==> config.mk <==
export PLATFORM = sky130hd
export DESIGN_NAME = rxgca_top
export DESIGN_NICKNAME = d
export VERILOG_FILES = /design/src/pkg/rxgca_pkg.sv /design/src/pkg/rxgca_ctl_if.sv /design/src/logic/rxgca_rst_sync.sv /design/src/logic/rxgca_ctl_store.sv /design/src/logic/rxgca_top.sv
export SDC_FILE = /design/constraint.sdc
export NUM_CORES = 1
export LEC_CHECK = 0
export BUFFER_PORTS_ARGS = -buffer_cell sky130_fd_sc_hd__buf_4
export CORE_AREA = 2 2 76 78
export CTS_BUF_LIST = sky130_fd_sc_hd__clkbuf_16
export DETAILED_ROUTE_END_ITERATION = 12
export DIE_AREA = 0 0 78 80
export MAX_ROUTING_LAYER = met4
export PLACE_DENSITY_LB_ADDON = 0.1
export REMOVE_ABC_BUFFERS = 1
export SLEW_MARGIN = 15
export SYNTH_ARGS = -nofsm -noshare
export SYNTH_HDL_FRONTEND = slang
export SYNTH_SLANG_ARGS = --single-unit
==> constraint.sdc <==
create_clock -name CORE_CLK -period 1.8 [get_ports CORE_CLK]
set_clock_uncertainty 0.15 [all_clocks]
set_input_delay 0.18 -clock CORE_CLK [delete_from_list [all_inputs] [get_ports CORE_CLK]]
set_output_delay 0.18 -clock CORE_CLK [all_outputs]
set_load 0.03 [all_outputs]
==> src/pkg/rxgca_pkg.sv <==
package rxgca_pkg;
   // register byte addresses on the AXI4-Lite window
   localparam logic [7:0] RXGCA_GLOBAL_OFS = 8'h40;
   localparam logic [7:0] RXGCA_ALIAS_OFS  = 8'h60;
   localparam int         RXGCA_ADDR_W     = 8;
   localparam int         RXGCA_DATA_W     = 32;

   // field positions of the shared control word
   localparam int RXGCA_RX_BIT_DIV_POS   = 0;
   localparam int RXGCA_RX_FAST_DIV_POS  = 1;
   localparam int RXGCA_RX_SER_POS       = 2;
   localparam int RXGCA_RX_SM_POS        = 3;
   localparam int RXGCA_RX_FSG_POS       = 4;
   localparam int RXGCA_TX_BIT_DIV_POS   = 8;
   localparam int RXGCA_TX_FAST_DIV_POS  = 9;
   localparam int RXGCA_TX_SER_POS       = 10;
   localparam int RXGCA_TX_SM_POS        = 11;
   localparam int RXGCA_TX_FSG_POS       = 12;

   // which bits each register may change; everything else reads zero
   localparam logic [31:0] RXGCA_RX_MASK   = 32'h0000001F;
   localparam logic [31:0] RXGCA_TX_MASK   = 32'h00001F00;
   localparam logic [31:0] RXGCA_CTL_RESET = 32'h00000000;

   // AXI response codes
   localparam logic [1:0] RXGCA_RESP_OKAY   = 2'h0;
   localparam logic [1:0] RXGCA_RESP_SLVERR = 2'h2;

   // register select produced by the address decoder
   typedef enum logic [1:0]
   {
      RXGCA_SEL_NONE   = 2'b00,
      RXGCA_SEL_GLOBAL = 2'b01,
      RXGCA_SEL_ALIAS  = 2'b10
   } rxgca_sel_t;
endpackage

==> src/pkg/rxgca_ctl_if.sv <==
`timescale 1ns/1ps
interface rxgca_ctl_if;
   import rxgca_pkg::*;
   logic       commit;   // one-cycle write strobe
   rxgca_sel_t target;   // register being written
   logic [31:0] wdata;   // write data
   logic [3:0]  wstrb;   // byte enables
   logic [31:0] value;   // current shared control word

   modport store
   (
      input  commit,
      input  target,
      input  wdata,
      input  wstrb,
      output value
   );
   modport bus
   (
      output commit,
      output target,
      output wdata,
      output wstrb,
      input  value
   );
endinterface

==> src/logic/rxgca_rst_sync.sv <==
`timescale 1ns/1ps
module rxgca_rst_sync
(
   input  wire logic clk,
   input  wire logic rst_in_n,
   output logic      rst_out_n
);
   logic stage1;   // first stage, read only by the second

   // assert at once, release after two clean edges to avoid metastable release
   always_ff @(posedge clk or negedge rst_in_n)
   begin
      if (!rst_in_n)
      begin
         stage1    <= 1'b0;
         rst_out_n <= 1'b0;
      end
      else
      begin
         stage1    <= 1'b1;
         rst_out_n <= stage1;
      end
   end
endmodule

==> src/logic/rxgca_ctl_store.sv <==
`timescale 1ns/1ps
module rxgca_ctl_store
(
   input  wire logic     clk,
   input  wire logic     rst_n,
   rxgca_ctl_if.store    ctl
);
   import rxgca_pkg::*;

   logic [31:0] ctl_word;   // the one physical copy behind both addresses
   logic [31:0] byte_mask;  // byte enables widened to bits
   logic [31:0] wr_mask;    // bits this write may change

   // widen the byte strobes
   always_comb
   begin
      byte_mask = {{8{ctl.wstrb[3]}}, {8{ctl.wstrb[2]}},
                   {8{ctl.wstrb[1]}}, {8{ctl.wstrb[0]}}};
   end

   // the alias reaches only the receive field, the main address both fields
   always_comb
   begin
      case (ctl.target)
         RXGCA_SEL_GLOBAL: wr_mask = byte_mask & (RXGCA_RX_MASK | RXGCA_TX_MASK);
         RXGCA_SEL_ALIAS:  wr_mask = byte_mask & RXGCA_RX_MASK;
         default:          wr_mask = 32'h00000000;
      endcase
   end

   // one register shared by both views; reserved bits never load
   always_ff @(posedge clk or negedge rst_n)
   begin
      if (!rst_n)
      begin
         ctl_word <= RXGCA_CTL_RESET;
      end
      else if (ctl.commit)
      begin
         ctl_word <= (ctl_word & ~wr_mask) | (ctl.wdata & wr_mask);
      end
   end

   assign ctl.value = ctl_word;
endmodule

==> src/logic/rxgca_top.sv <==
// Implementation choice: the AXI4-Lite interface to the registers.
`timescale 1ns/1ps
module rxgca_top
(
   input  wire logic                            CORE_CLK,
   input  wire logic                            RST_N,
   // write address channel
   input  wire logic [rxgca_pkg::RXGCA_ADDR_W-1:0] AWADDR,
   input  wire logic [2:0]                      AWPROT,
   input  wire logic                            AWVALID,
   output logic                                 AWREADY,
   // write data channel
   input  wire logic [rxgca_pkg::RXGCA_DATA_W-1:0] WDATA,
   input  wire logic [3:0]                      WSTRB,
   input  wire logic                            WVALID,
   output logic                                 WREADY,
   // write response channel
   output logic [1:0]                           BRESP,
   output logic                                 BVALID,
   input  wire logic                            BREADY,
   // read address channel
   input  wire logic [rxgca_pkg::RXGCA_ADDR_W-1:0] ARADDR,
   input  wire logic [2:0]                      ARPROT,
   input  wire logic                            ARVALID,
   output logic                                 ARREADY,
   // read data channel
   output logic [rxgca_pkg::RXGCA_DATA_W-1:0]   RDATA,
   output logic [1:0]                           RRESP,
   output logic                                 RVALID,
   input  wire logic                            RREADY,
   // receive section releases, high lets the unit run
   output logic                                 RX_FRAME_SYNC_GEN_RELEASE,
   output logic                                 RX_STATE_MACHINE_RELEASE,
   output logic                                 RX_SERIALIZER_RELEASE,
   output logic                                 RX_FAST_DIVIDER_RELEASE,
   output logic                                 RX_BIT_DIVIDER_RELEASE,
   // transmit section releases, written only through the main address
   output logic                                 TX_FRAME_SYNC_GEN_RELEASE,
   output logic                                 TX_STATE_MACHINE_RELEASE,
   output logic                                 TX_SERIALIZER_RELEASE,
   output logic                                 TX_FAST_DIVIDER_RELEASE,
   output logic                                 TX_BIT_DIVIDER_RELEASE
);
   import rxgca_pkg::*;

   // bus timing in brief:
   // - address and data are taken on their own handshakes, in either order
   // - the store loads one edge after the later half, and the answer rises
   //   on that same edge, so software never sees a half-applied write
   // - each ready stays low from its handshake until one edge after the
   //   answer is taken; that allows one write and one read in flight and
   //   spares the slave any queue, at the price of some bus throughput
   // - a read and a write landing on one edge see the old word, because
   //   the write is still one edge away from the store
   // - the release outputs are the stored bits, so they move on the very
   //   edge that loads the store and need no separate register

   logic                    rst_n;      // synchronised reset
   rxgca_ctl_if             ctl ();     // path to the shared store

   // write side state
   logic                    aw_held;    // address captured, waiting
   logic                    w_held;     // data captured, waiting
   logic [RXGCA_ADDR_W-1:0] aw_addr;    // captured write address
   logic [RXGCA_DATA_W-1:0] w_data;     // captured write data
   logic [3:0]              w_strb;     // captured byte enables
   rxgca_sel_t              wr_sel;     // decoded write target

   // read side state
   rxgca_sel_t              rd_sel;     // decoded read target

   // protection bits carry no meaning here
   // folded only so the pins are read; they never gate an access
   logic                    prot_unused;
   assign prot_unused = ^{AWPROT, ARPROT};

   // map a byte address onto a register; low two bits must be zero
   function automatic rxgca_sel_t decode(input logic [RXGCA_ADDR_W-1:0] a);
      rxgca_sel_t s;
      // unaligned or unlisted addresses fall through to no register
      s = RXGCA_SEL_NONE;
      if (a == RXGCA_GLOBAL_OFS)
      begin
         s = RXGCA_SEL_GLOBAL;
      end
      else if (a == RXGCA_ALIAS_OFS)
      begin
         s = RXGCA_SEL_ALIAS;
      end
      return s;
   endfunction

   // only the two control fields are ever shown; the mask keeps reserved
   // positions at zero on the bus even if the store grows more bits later
   function automatic logic [RXGCA_DATA_W-1:0] visible_word(input logic [31:0] w);
      logic [RXGCA_DATA_W-1:0] v;
      v = w & (RXGCA_RX_MASK | RXGCA_TX_MASK);
      return v;
   endfunction

   // release the incoming reset through two flops
   // everything below sees only this copy, so no flop leaves reset early
   rxgca_rst_sync u_rst_sync
   (
      .clk       (CORE_CLK),
      .rst_in_n  (RST_N),
      .rst_out_n (rst_n)
   );

   // the one control register behind both addresses
   // either address writes here, so both views agree from the next edge on
   rxgca_ctl_store u_store
   (
      .clk   (CORE_CLK),
      .rst_n (rst_n),
      .ctl   (ctl.store)
   );

   // commit when both halves of a write are in and no answer is pending
   // the pending answer blocks a second commit of the same held write
   assign wr_sel     = decode(aw_addr);
   assign ctl.commit = aw_held && w_held && !BVALID;
   assign ctl.target = wr_sel;
   assign ctl.wdata  = w_data;
   assign ctl.wstrb  = w_strb;

   // write address channel; ready drops while an address is held
   // holding ready low keeps the decoded target still under a pending commit
   always_ff @(posedge CORE_CLK or negedge rst_n)
   begin
      if (!rst_n)
      begin
         // nothing is offered until reset has fully released
         AWREADY <= 1'b0;
         aw_held <= 1'b0;
         aw_addr <= '0;
      end
      else if (AWREADY && AWVALID)
      begin
         // address taken; no other until this write is answered
         AWREADY <= 1'b0;
         aw_held <= 1'b1;
         aw_addr <= AWADDR;
      end
      else if (BVALID && BREADY)
      begin
         // answer taken, the held address is spent
         aw_held <= 1'b0;
      end
      else if (!aw_held && !BVALID)
      begin
         // idle again, offer to take the next address
         AWREADY <= 1'b1;
      end
   end

   // write data channel, independent of the address so either may come first
   // strobes travel with the data, so a narrow write only limits which bytes load
   always_ff @(posedge CORE_CLK or negedge rst_n)
   begin
      if (!rst_n)
      begin
         // nothing held after reset
         WREADY <= 1'b0;
         w_held <= 1'b0;
         w_data <= '0;
         w_strb <= 4'h0;
      end
      else if (WREADY && WVALID)
      begin
         // data taken; no other until this write is answered
         WREADY <= 1'b0;
         w_held <= 1'b1;
         w_data <= WDATA;
         w_strb <= WSTRB;
      end
      else if (BVALID && BREADY)
      begin
         // answer taken, the held data is spent
         w_held <= 1'b0;
      end
      else if (!w_held && !BVALID)
      begin
         // idle again, offer to take the next data word
         WREADY <= 1'b1;
      end
   end

   // write response; reserved bits written by software simply drop out
   // the answer waits on the master as long as it likes; nothing times out here
   always_ff @(posedge CORE_CLK or negedge rst_n)
   begin
      if (!rst_n)
      begin
         // no answer pending after reset
         BVALID <= 1'b0;
         BRESP  <= RXGCA_RESP_OKAY;
      end
      else if (ctl.commit)
      begin
         // the store loads on this edge too, so the answer never runs ahead
         BVALID <= 1'b1;
         // unmapped address gets an error, nothing is stored
         BRESP  <= (wr_sel == RXGCA_SEL_NONE) ? RXGCA_RESP_SLVERR : RXGCA_RESP_OKAY;
      end
      else if (BVALID && BREADY)
      begin
         // master took the answer; the readies return one edge later
         BVALID <= 1'b0;
      end
   end

   // read address channel; one read in flight, ready stays low until answered
   // limitation: after an answer the next read address waits two edges
   always_ff @(posedge CORE_CLK or negedge rst_n)
   begin
      if (!rst_n)
      begin
         // nothing taken until reset has fully released
         ARREADY <= 1'b0;
      end
      else if (ARREADY && ARVALID)
      begin
         // request taken; one read at a time, so no queue is needed
         ARREADY <= 1'b0;
      end
      else if (!RVALID)
      begin
         // no answer pending, offer to take the next address
         ARREADY <= 1'b1;
      end
   end

   // decoded straight from the bus, used only on the edge the address is taken
   assign rd_sel = decode(ARADDR);

   // read data: both addresses show the full word, transmit bits included
   always_ff @(posedge CORE_CLK or negedge rst_n)
   begin
      if (!rst_n)
      begin
         // the bus shows zeros until the first read
         RVALID <= 1'b0;
         RDATA  <= '0;
         RRESP  <= RXGCA_RESP_OKAY;
      end
      else if (ARREADY && ARVALID)
      begin
         RVALID <= 1'b1;
         case (rd_sel)
            RXGCA_SEL_GLOBAL:
            begin
               // main address, the same full word
               RDATA <= visible_word(ctl.value);
               RRESP <= RXGCA_RESP_OKAY;
            end
            RXGCA_SEL_ALIAS:
            begin
               // reserved positions are zero in the store itself
               RDATA <= visible_word(ctl.value);
               RRESP <= RXGCA_RESP_OKAY;
            end
            default:
            begin
               // unmapped: zeros and an error, nothing else changes
               RDATA <= '0;
               RRESP <= RXGCA_RESP_SLVERR;
            end
         endcase
      end
      else if (RVALID && RREADY)
      begin
         // master took the data
         RVALID <= 1'b0;
      end
   end

   // release levels are the stored bits themselves, so no extra delay;
   // a low bit holds its unit in reset, a high bit lets it run
   // receive group, reachable through either address
   assign RX_FRAME_SYNC_GEN_RELEASE = ctl.value[RXGCA_RX_FSG_POS];
   assign RX_STATE_MACHINE_RELEASE  = ctl.value[RXGCA_RX_SM_POS];
   assign RX_SERIALIZER_RELEASE     = ctl.value[RXGCA_RX_SER_POS];
   assign RX_FAST_DIVIDER_RELEASE   = ctl.value[RXGCA_RX_FAST_DIV_POS];
   assign RX_BIT_DIVIDER_RELEASE    = ctl.value[RXGCA_RX_BIT_DIV_POS];

   // transmit group, only the main address can change these
   assign TX_FRAME_SYNC_GEN_RELEASE = ctl.value[RXGCA_TX_FSG_POS];
   assign TX_STATE_MACHINE_RELEASE  = ctl.value[RXGCA_TX_SM_POS];
   assign TX_SERIALIZER_RELEASE     = ctl.value[RXGCA_TX_SER_POS];
   assign TX_FAST_DIVIDER_RELEASE   = ctl.value[RXGCA_TX_FAST_DIV_POS];
   assign TX_BIT_DIVIDER_RELEASE    = ctl.value[RXGCA_TX_BIT_DIV_POS];
endmodule

After elaboration in Yosys (flattened, before gate mapping)
Index checks and enable logic that the tools add are counted.
{ "op_classes": {"n_eq_ne": 11, "n_mux": 22, "n_bitwise": 4, "reduce_logical": 22} }
{ "op_table": {"columns": ["operator", "count"], "rows": [
  ["$and 32x32->32", 2],
  ["$eq 8x7->1 const B", 4],
  ["$not 32->32", 1],
  ["$or 32x32->32", 1],
  ["$pmux 13 s2", 1],
  ["$mux 1", 14],
  ["$mux 13", 1],
  ["$mux 2", 6],
  ["$reduce_bool 2->1", 6],
  ["$logic_and 1x1->1", 9],
  ["$eq 2x1->1 const B", 2],
  ["$eq 2x2->1 const B", 2],
  ["$ne 2x1->1 const B", 2],
  ["$reduce_and 2->1", 2],
  ["$logic_not 1->1", 3],
  ["$logic_not 2->1", 1],
  ["$ne 2x2->1 const B", 1],
  ["$reduce_or 2->1", 1]
]} }
{ "word_totals": {"ff_bits": 119, "input_bits": 65, "output_inout_bits": 51, "word_cells": 75} }

Depth between registers and ports, before layout
Gate-level depths: netlist (run 1).
{ "logic_depth": {"depth_word": 8, "depth_mapped": 4, "ltp_nobuf": 3} }

Modules after synthesis
A second synthesis (run 1) with hierarchy kept.
{ "unflattened": {"hier_cells": 252, "hier_area_um2": 3241.9} }
{ "by_module_without_submodules": {"columns": ["module", "n_inst", "cells_per_inst", "area_each_um2", "seq_area_each_um2"], "rows": [
  ["rxgca_top", 1, 199, 2576.2, 1576.5],
  ["rxgca_ctl_store", 1, 50, 611.8, 250.2],
  ["rxgca_rst_sync", 1, 3, 53.8, 50.0]
]} }

Worst setup path before layout (run 1)
Ideal clock, no wire load.
{ "synth_path": {"kind": "flip-flop to flip-flop", "start": "register BVALID", "end": "register with a tool-made name", "setup_ns": 0.125, "arrival_time_ns": 1.356, "required_ns": 1.525, "slack_ns": 0.169, "path_stages_with_launch": 4, "path_buffers": 0, "period_less_slack_ns": 1.631, "cell_sequence": "dfrtp_1 -> and3b_1 -> nand4_1 -> mux2_2"} }
{ "synth_lines": {"columns": ["item", "line_no", "rtl"], "rows": [
  ["start, declared", "rxgca_top.sv:19", "output logic BVALID,"],
  ["start signal, assigned", "rxgca_top.sv:196", "BVALID <= 1'b0;"],
  ["start signal, assigned", "rxgca_top.sv:202", "BVALID <= 1'b1;"],
  ["start signal, assigned", "rxgca_top.sv:209", "BVALID <= 1'b0;"]
]} }

==> results of run 1 <==
[layout make-up]
class	instances	area, um2	area share
tap	72	90.1	0.0306
clock buffer	5	125	0.0425
inverter	2	7.51	0.00255
timing repair buffer	88	728	0.247
multi-input combinational	93	703	0.239
clock inverter	3	11.3	0.00383
sequential	51	1280	0.434
[Yosys cell counts (all sizes together) (2+ instances only)]
master and n:
dfrtp 51, mux2 30, buf 26, a22o 10, nand2 8, nor2 4
o21a 3, conb 2, inv 2, nand4 2, nor3 2
[critical path, delay by kind of cell (launching register included)]
family / cells / cell delay, ns
buffers and inverters: 1 / 0.19
DFF: 1 / 0.45
muxes: 1 / 0.27
and+or+nand+nor: 2 / 0.46
[per-layer routing]
| metal | share of wire | global-route usage |
|---|---|---|
| met1 | 0.41 | 0.162 |
| met2 | 0.49 | 0.249 |
| met3 | 0.088 | 0.0441 |
| met4 | 0.012 | 0.0421 |
| met5 | 0 | - |
[per-stage QoR]
step | hold slack (ns) | instances | setup slack, ns
2_1_floorplan | -0.266 | 146 | 0.125
3_3_place_gp | -0.188 | 282 | 0.0714
3_5_place_dp | -0.187 | 282 | 0.0551
4_1_cts | 0.00265 | 312 | 0.0452
5_1_grt | 0.00810 | 314 | 0.0804
6_report | 0.000525 | 314 | 0.179
[logic make-up (layout without fill, tap and decap cells)]
family | Yosys count | count (layout) | synth area share
compound gates | 17 | 17 | 0.0637
buf+inv | 29 | 98 | 0.0989
flops | 51 | 51 | 0.608
mux | 30 | 30 | 0.161
other cells | 2 | 25 | 0.00357
simple gates | 21 | 21 | 0.0655
[power by group]
| group | leakage [nW] | switching [mW] | internal (mW) |
|---|---|---|---|
| clock network | 0.0701 | 0.374 | 0.500 |
| registers | 0.634 | 0.241 | 1.50 |
| logic | 0.771 | 0.548 | 0.543 |
| total | 1.48 | 1.16 | 2.54 |
[what timing repair did]
item	4_1_cts	5_1_grt
setup buffers	0	2
endpoints found under the setup margin	0	10
hold endpoints to repair	23	0
hold buffers	22	0
[how the worst max path moves through the flow]
stage / from / endpoint / slack (ns) / cells past startpoint
5_1_grt: BVALID / flip-flop / 0.08 / 4
3_5_place_dp: aw_addr[2] / flip-flop / 0.06 / 3
4_1_cts: aw_addr[2] / flip-flop / 0.05 / 3
2_1_floorplan: u_rst_sync.rst_out_n / ARREADY / 0.13 / 0
6_report: BVALID / flip-flop / 0.18 / 4
3_3_place_gp: aw_addr[2] / flip-flop / 0.07 / 3
==> impl_metrics.json, run 1 <==
{
  "post-route-cell-area_um2": 2940,
  "postSynth.asyncResetShare": 1.00,
  "max_freq_ghz": 0.617,
  "hold_class": "in2reg",
  "placed_cell_area_um2": 2570,
  "insertedDiodeCount": 0,
  "cts_tree": "done",
  "peakVddDrop_mv": 0.745,
  "startpoint_type": "flip-flop",
  "grt-ovfl-total": 0,
  "grt_pass1_wl_mm": 6.84,
  "track_usage": 0.144,
  "routabilityCongestion": 0.662,
  "drive_gt1_frac": 0.434,
  "area_delta_synth_final_pct": 40.1,
  "slowest_delay_ns": 0.45,
  "timing.final.hold_violations": 0,
  "totalPowerFinal_mw": 3.70,
  "via_count": 1394,
  "antenna_found_initial": 0,
  "yosysTopAreaCell": "dfrtp_1",
  "r2r-start": "BVALID",
  "initial_core_util": 0.389,
  "setup_violations": 0,
  "min_path_cells": 3,
  "grt_pass1_vias": 1441,
  "path_clk_slew_ns": 0.06,
  "ant_nets": 0,
  "ios": 116,
  "cts-resized-gates": 0,
  "coreArea_um2": 5410,
  "yosysWarnings": 0,
  "synth_cell_types": 24,
  "grt_max_degree": 34,
  "syn_avg_cell_area_um2": 14.0,
  "viasPerCell": 4.44,
  "synth_seq_cells": 51,
  "slowest_stage": "dfrtp_1",
  "fillCellCount": 462,
  "final_common_cell": "buf_4",
  "drc_errors": 0,
  "numCtsBuffers": 5,
  "cp_max_fo": 6,
  "ys.flop_type": "dfrtp_1",
  "clockBufferDepth": 2,
  "fin_nets": 306,
  "slew_viol_final": 0,
  "die_h_um": 80,
  "cap_violations": 0,
  "final_util": 0.544,
  "min_from": "ARVALID",
  "cts.sinks": 51,
  "crit_required_ns": 1.82,
  "synth_area_um2": 2100,
  "status": "complete, no violations",
  "reg2regPathDepth": 4,
  "crit_chain": "and3b_1, nand4_1, buf_4, mux2_2",
  "wl_per_cell_um": 12.5,
  "synth_enable_flop_cells": 0,
  "rows": 27,
  "min_to": "RRESP[1]",
  "htree_num_levels": 2,
  "rsz0062_at_grt": "false",
  "finalCritPeriodShare": 0.901,
  "die_w_um": 78,
  "p_per_area_nw_per_um2": 1260,
  "netlist_top_cells_area": "dfrtp_1, mux2_2, buf_4",
  "root_buffer": "clkbuf_16",
  "drt_iter0_drc": 73,
  "wl_mm": 3.94,
  "synth_top_cell_area_share": 0.608,
  "min_period_ns": 1.62,
  "critical_path_class": "reg2reg",
  "io_buffers": 60,
  "end_kind": "flip-flop",
  "layout_common_cells": "buf_4, dfrtp_1, mux2_2",
  "synthCells": 150,
  "hpwl_mm": 2.88,
  "yosysSeqAreaShare": 0.608,
  "p_leak_nw": 1.48,
  "rrSetupSlack_ns": 0.18,
  "dieArea_um2": 6240,
  "worstPathArrival_ns": 1.64,
  "drtPass1Iterations": 4,
  "finalSetupTns_ns": 0,
  "clk_latency_ns": 0.28
}
Power figures use the tool's default switching activity.
==> run 2, diff against run 1 <==
--- a/config.mk
+++ b/config.mk
@@ -11,7 +11,7 @@
 export DETAILED_ROUTE_END_ITERATION = 12
 export DIE_AREA = 0 0 78 80
 export MAX_ROUTING_LAYER = met4
-export PLACE_DENSITY_LB_ADDON = 0.1
+export PLACE_DENSITY = 0.85
 export REMOVE_ABC_BUFFERS = 1
 export SLEW_MARGIN = 15
 export SYNTH_ARGS = -nofsm -noshare
==> constraint.sdc (replaced) <==
create_clock -name CORE_CLK -period 1.4 [get_ports CORE_CLK]
set_clock_uncertainty 0.15 [all_clocks]
set_input_delay 0.14 -clock CORE_CLK [delete_from_list [all_inputs] [get_ports CORE_CLK]]
set_output_delay 0.14 -clock CORE_CLK [all_outputs]
set_load 0.03 [all_outputs]
==> impl_metrics.json, run 2 (synthesized netlist as in run 1, its figures left out) <==
{
  "peakVddDrop_mv": 1.28,
  "dieArea_um2": 6240,
  "min_period_ns": 1.63,
  "fillCellCount": 433,
  "antenna_found_initial": 0,
  "violations": "negative setup slack",
  "dp_slack_ns": -0.208,
  "initial_core_util": 0.389,
  "p_per_area_nw_per_um2": 1620,
  "rsz0062_at_grt": "true",
  "status": "finished with violations",
  "die_h_um": 80,
  "clockBufferDepth": 2,
  "cap_violations": 0,
  "drc_errors": 0,
  "path_clk_slew_ns": 0.07,
  "slew_viol_final": 0,
  "cp_max_fo": 5,
  "slowest_stage": "dfrtp_1",
  "drive_gt1_frac": 0.462,
  "io_buffers": 60,
  "grt-ovfl-total": 0,
  "crit_chain": "nor4b_4, nand4_1, buf_6, mux2_2",
  "p_leak_nw": 1.54,
  "cts_tree": "done",
  "critical_path_class": "reg2reg",
  "final_common_cell": "buf_4",
  "drtPass1Iterations": 4,
  "htree_num_levels": 2,
  "startpoint_type": "flip-flop",
  "root_buffer": "clkbuf_16",
  "rows": 27,
  "coreArea_um2": 5410,
  "area_delta_synth_final_pct": 46.2,
  "holdWs_ns": 0.0175,
  "drt_iter0_drc": 72,
  "routabilityCongestion": 0.690,
  "cts.sinks": 51,
  "critPathLaunch": "aw_addr[4]",
  "grt_max_degree": 50,
  "fin_nets": 317,
  "viasPerCell": 4.43,
  "crit_required_ns": 1.42,
  "multi_input_area_um2": 703,
  "via_count": 1441,
  "worstPathArrival_ns": 1.65,
  "numCtsBuffers": 5,
  "layout_common_cells": "buf_4, dfrtp_1, mux2_2",
  "ff_latch_area_um2": 1280,
  "wl_mm": 4.04,
  "setup_violations": 10,
  "die_w_um": 78,
  "finalSetupTns_ns": -2.10,
  "ios": 116,
  "grt_pass1_wl_mm": 6.82,
  "grt_pass1_vias": 1429,
  "clk_latency_ns": 0.29,
  "hold_class": "in2async",
  "end_kind": "flip-flop",
  "wl_per_cell_um": 12.4,
  "insertedDiodeCount": 0,
  "finalCritPeriodShare": 1.16,
  "max_freq_ghz": 0.613,
  "final_util": 0.568,
  "ant_nets": 0,
  "totalPowerFinal_mw": 4.99,
  "hpwl_mm": 2.78,
  "r2r-start": "aw_addr[4]",
  "slowest_delay_ns": 0.41,
  "timing.final.hold_violations": 0,
  "worst_slack_ns": -0.230,
  "track_usage": 0.145
}
==> run 2: cell count changes in the layout (fill, tap and decap cells not counted), sizes merged <==
cell         change
buf              +9
clkinv           -1
clkinvlp         +2
dlygate4sd3      +2
inv              -1
==> run 2: per-layer routing <==
| metal | up-vias | part of all wire | global-route usage |
|---|---|---|---|
| met5 | - | 0 | - |
| li1 | 677 | - | - |
| met4 | 0 | 0.010 | 0.0368 |
| met2 | 68 | 0.51 | 0.254 |
| met1 | 691 | 0.41 | 0.161 |
| met3 | 5 | 0.075 | 0.0475 |
==> run 2: final timing paths <==
check	slack (ns)	cells past startpoint	end
worst max-delay path	-0.23	4	flip-flop
worst min-delay path	0.02	2	u_rst_sync.rst_out_n
worst max register to register	-0.23	4	flip-flop
worst min register to register	0.09	1	ctl.wdata[8]
max in group asynchronous	0.78	1	asynchronous set/reset pin
min in group CORE_CLK	0.10	4	w_held
==> run 2: power breakdown <==
part / switching, mW / internal [mW]
logic: 0.761 / 0.858
registers: 0.268 / 1.92
clock network: 0.515 / 0.658
total: 1.54 / 3.44
==> run 2: worst max-delay path, delay by kind of cell (launching register included) <==
family	cells	cell delay, ns
flip-flops	1	0.41
AND/OR/NAND/NOR	2	0.51
buffers and inverters	1	0.18
multiplexers	1	0.27
==> run 2: area by class of cell <==
type / count / share of cell area
clock buffers: 5 / 0.0407
clock inverters: 3 / 0.00652
inverters: 2 / 0.00244
multi-input cells: 93 / 0.229
flip-flops and latches: 51 / 0.416
well taps: 72 / 0.0293
repair buffers: 99 / 0.276
==> run 2: what timing repair did <==
item | 4_1_cts | 5_1_grt
hold buffers | 24 | 0
endpoints found under the setup margin | 10 | 10
buffers inserted | 0 | 2
hold endpoints to repair | 27 | 0
pin swaps | 1 | 3
resized for setup | 2 | 0
==> run 2: stage by stage <==
| step | instances | instance area [um2] |
|---|---|---|
| final | 325 | 3070 |
| after global routing | 325 | 3070 |
| after CTS | 323 | 3060 |
| after detailed placement | 291 | 2660 |
| after global placement | 291 | 2660 |
| after floorplan | 146 | 1990 |
==> run 3, diff against run 2 <==
--- a/config.mk
+++ b/config.mk
@@ -5,13 +5,14 @@
 export SDC_FILE = /design/constraint.sdc
 export NUM_CORES = 1
 export LEC_CHECK = 0
-export BUFFER_PORTS_ARGS = -buffer_cell sky130_fd_sc_hd__buf_4
 export CORE_AREA = 2 2 76 78
 export CTS_BUF_LIST = sky130_fd_sc_hd__clkbuf_16
+export CTS_CLUSTER_SIZE = 28
 export DETAILED_ROUTE_END_ITERATION = 12
 export DIE_AREA = 0 0 78 80
+export DONT_BUFFER_PORTS = 1
 export MAX_ROUTING_LAYER = met4
-export PLACE_DENSITY = 0.85
+export PLACE_DENSITY = 0.66
 export REMOVE_ABC_BUFFERS = 1
 export SLEW_MARGIN = 15
 export SYNTH_ARGS = -nofsm -noshare
==> impl_metrics.json, run 3 (synthesized netlist as in run 1, its figures left out) <==
{
  "slowest_stage": "dfrtp_1",
  "crit_chain": "nor4b_4, nand4_1, buf_6, mux2_2",
  "setup_violations": 11,
  "cts_tree": "done",
  "peakVddDrop_mv": 0.883,
  "dieArea_um2": 6240,
  "hold_class": "in2reg",
  "numCtsBuffers": 5,
  "multi_input_area_um2": 712,
  "ff_latch_area_um2": 1280,
  "fin_nets": 270,
  "stdcell_count": 278,
  "track_usage": 0.137,
  "finalSetupTns_ns": -1.72,
  "combPwrFrac": 0.291,
  "dp_cells": 243,
  "path_clk_slew_ns": 0.07,
  "die_w_um": 78,
  "min_period_ns": 1.59,
  "grt_max_degree": 34,
  "crit_required_ns": 1.42,
  "rrSetupSlack_ns": -0.19,
  "ios": 116,
  "critical_path_class": "reg2reg",
  "p_clk_frac": 0.266,
  "slowest_delay_ns": 0.40,
  "violations": "negative hold slack, negative setup slack",
  "slew_viol_final": 0,
  "drive_gt1_frac": 0.345,
  "dp_slack_ns": -0.183,
  "seq_power_share": 0.443,
  "initial_core_util": 0.389,
  "finalCritPeriodShare": 1.13,
  "min_path_cells": 2,
  "area_delta_synth_final_pct": 31.1,
  "fillCellCount": 468,
  "grt_pass1_wl_mm": 6.38,
  "p_switching_mw": 1.54,
  "clk_latency_ns": 0.28,
  "antenna_found_initial": 0,
  "worst_slack_ns": -0.188,
  "critPathLaunch": "aw_addr[2]",
  "max_freq_ghz": 0.630,
  "switching_share": 0.305,
  "drtPass1Iterations": 2,
  "io_buffers": 0,
  "end_kind": "flip-flop",
  "htree_num_levels": 2,
  "p_int_mw": 3.51,
  "r2r-start": "aw_addr[2]",
  "reg2regPathDepth": 4,
  "cts.sinks": 51,
  "p_per_area_nw_per_um2": 1840,
  "timing.final.hold_violations": 1,
  "holdWs_ns": -0.0314,
  "min_from": "AWVALID",
  "p_leak_nw": 1.32,
  "clockBufferDepth": 2,
  "grt_pass1_vias": 1367,
  "insertedDiodeCount": 0,
  "cap_violations": 0,
  "rows": 27,
  "ant_nets": 0,
  "coreArea_um2": 5410,
  "drt_iter0_drc": 22,
  "wl_mm": 3.92,
  "totalPowerFinal_mw": 5.06,
  "final_common_cell": "dfrtp_1",
  "via_count": 1301,
  "status": "finished with violations",
  "worstPathArrival_ns": 1.61,
  "rsz0062_at_grt": "true",
  "routabilityCongestion": 0.725,
  "viasPerCell": 4.68,
  "drc_errors": 0,
  "wl_per_cell_um": 14.1,
  "cp_max_fo": 5,
  "grt-ovfl-total": 0,
  "root_buffer": "clkbuf_16",
  "die_h_um": 80,
  "layout_common_cells": "dfrtp_1, mux2_2, conb_1, dlygate4sd3_1, buf_4",
  "startpoint_type": "flip-flop",
  "hpwl_mm": 2.98
}
-- run 3: changes by cell type in the layout (fill, tap and decap cells not counted) --
| cell | delta |
|---|---|
| bufinv_16 | +1 |
| dlygate4sd3_1 | +1 |
| clkinv_4 | +1 |
| a31oi_1 | -1 |
| nand2_2 | +1 |
| buf_4 | -48 |
| a31oi_2 | +1 |
| clkinvlp_4 | -2 |
| nand2_1 | -1 |
-- run 3: worst paths after layout --
| kind | end |
|---|---|
| worst max-delay path | flip-flop |
| worst min-delay path | aw_held |
| worst max register to register | flip-flop |
| worst min register to register | aw_addr[5] |
| max in group asynchronous | u_rst_sync.rst_out_n |
| min in group asynchronous | aw_addr[5] |
-- run 3: metrics by stage --
stage / util / instance area [um2]
3_5_place_dp: 0.426 / 2300
2_1_floorplan: - / 1990
6_report: 0.509 / 2750
3_3_place_gp: 0.426 / 2300
5_1_grt: 0.509 / 2750
4_1_cts: 0.506 / 2730
-- run 3: metal layers --
layer / global-route usage / wire length, um
met5: - / 0
met4: 0.0474 / 44
met3: 0.0419 / 355
met2: 0.249 / 2060
met1: 0.139 / 1460
-- run 3: cell type report --
cell class,count,share of cell area
inverters,2,0.00273
repair buffers,52,0.181
multi-input cells,93,0.259
clock buffers,5,0.0454
well taps,72,0.0327
clock inverters,3,0.0159
flip-flops and latches,51,0.464
-- run 3: power by group through the flow --
| stage | Combinational, mW | Clock (mW) | Sequential [mW] |
|---|---|---|---|
| detailed placement | 1.39 | 0 | 2.27 |
| global placement | 1.34 | 0 | 2.23 |
| CTS | 1.46 | 1.38 | 2.24 |
| global route | 1.59 | 1.47 | 2.30 |
| floorplan | 0.702 | 0 | 2.43 |
| finish | 1.47 | 1.34 | 2.24 |
-- run 3: repair_timing --
| item | CTS | global route |
|---|---|---|
| pin swaps | 2 | 2 |
| hold buffers | 25 | 0 |
| setup endpoints to repair | 10 | 17 |
| gates resized for setup | 1 | 3 |
| setup buffers | 1 | 1 |
| endpoints found under the hold margin | 27 | 0 |
-- run 3: critical path, delay by kind of cell (launching register included) --
kind,cells,cell delay (ns)
buf+inv,1,0.16
simple gates,2,0.50
mux,1,0.26
flops,1,0.40
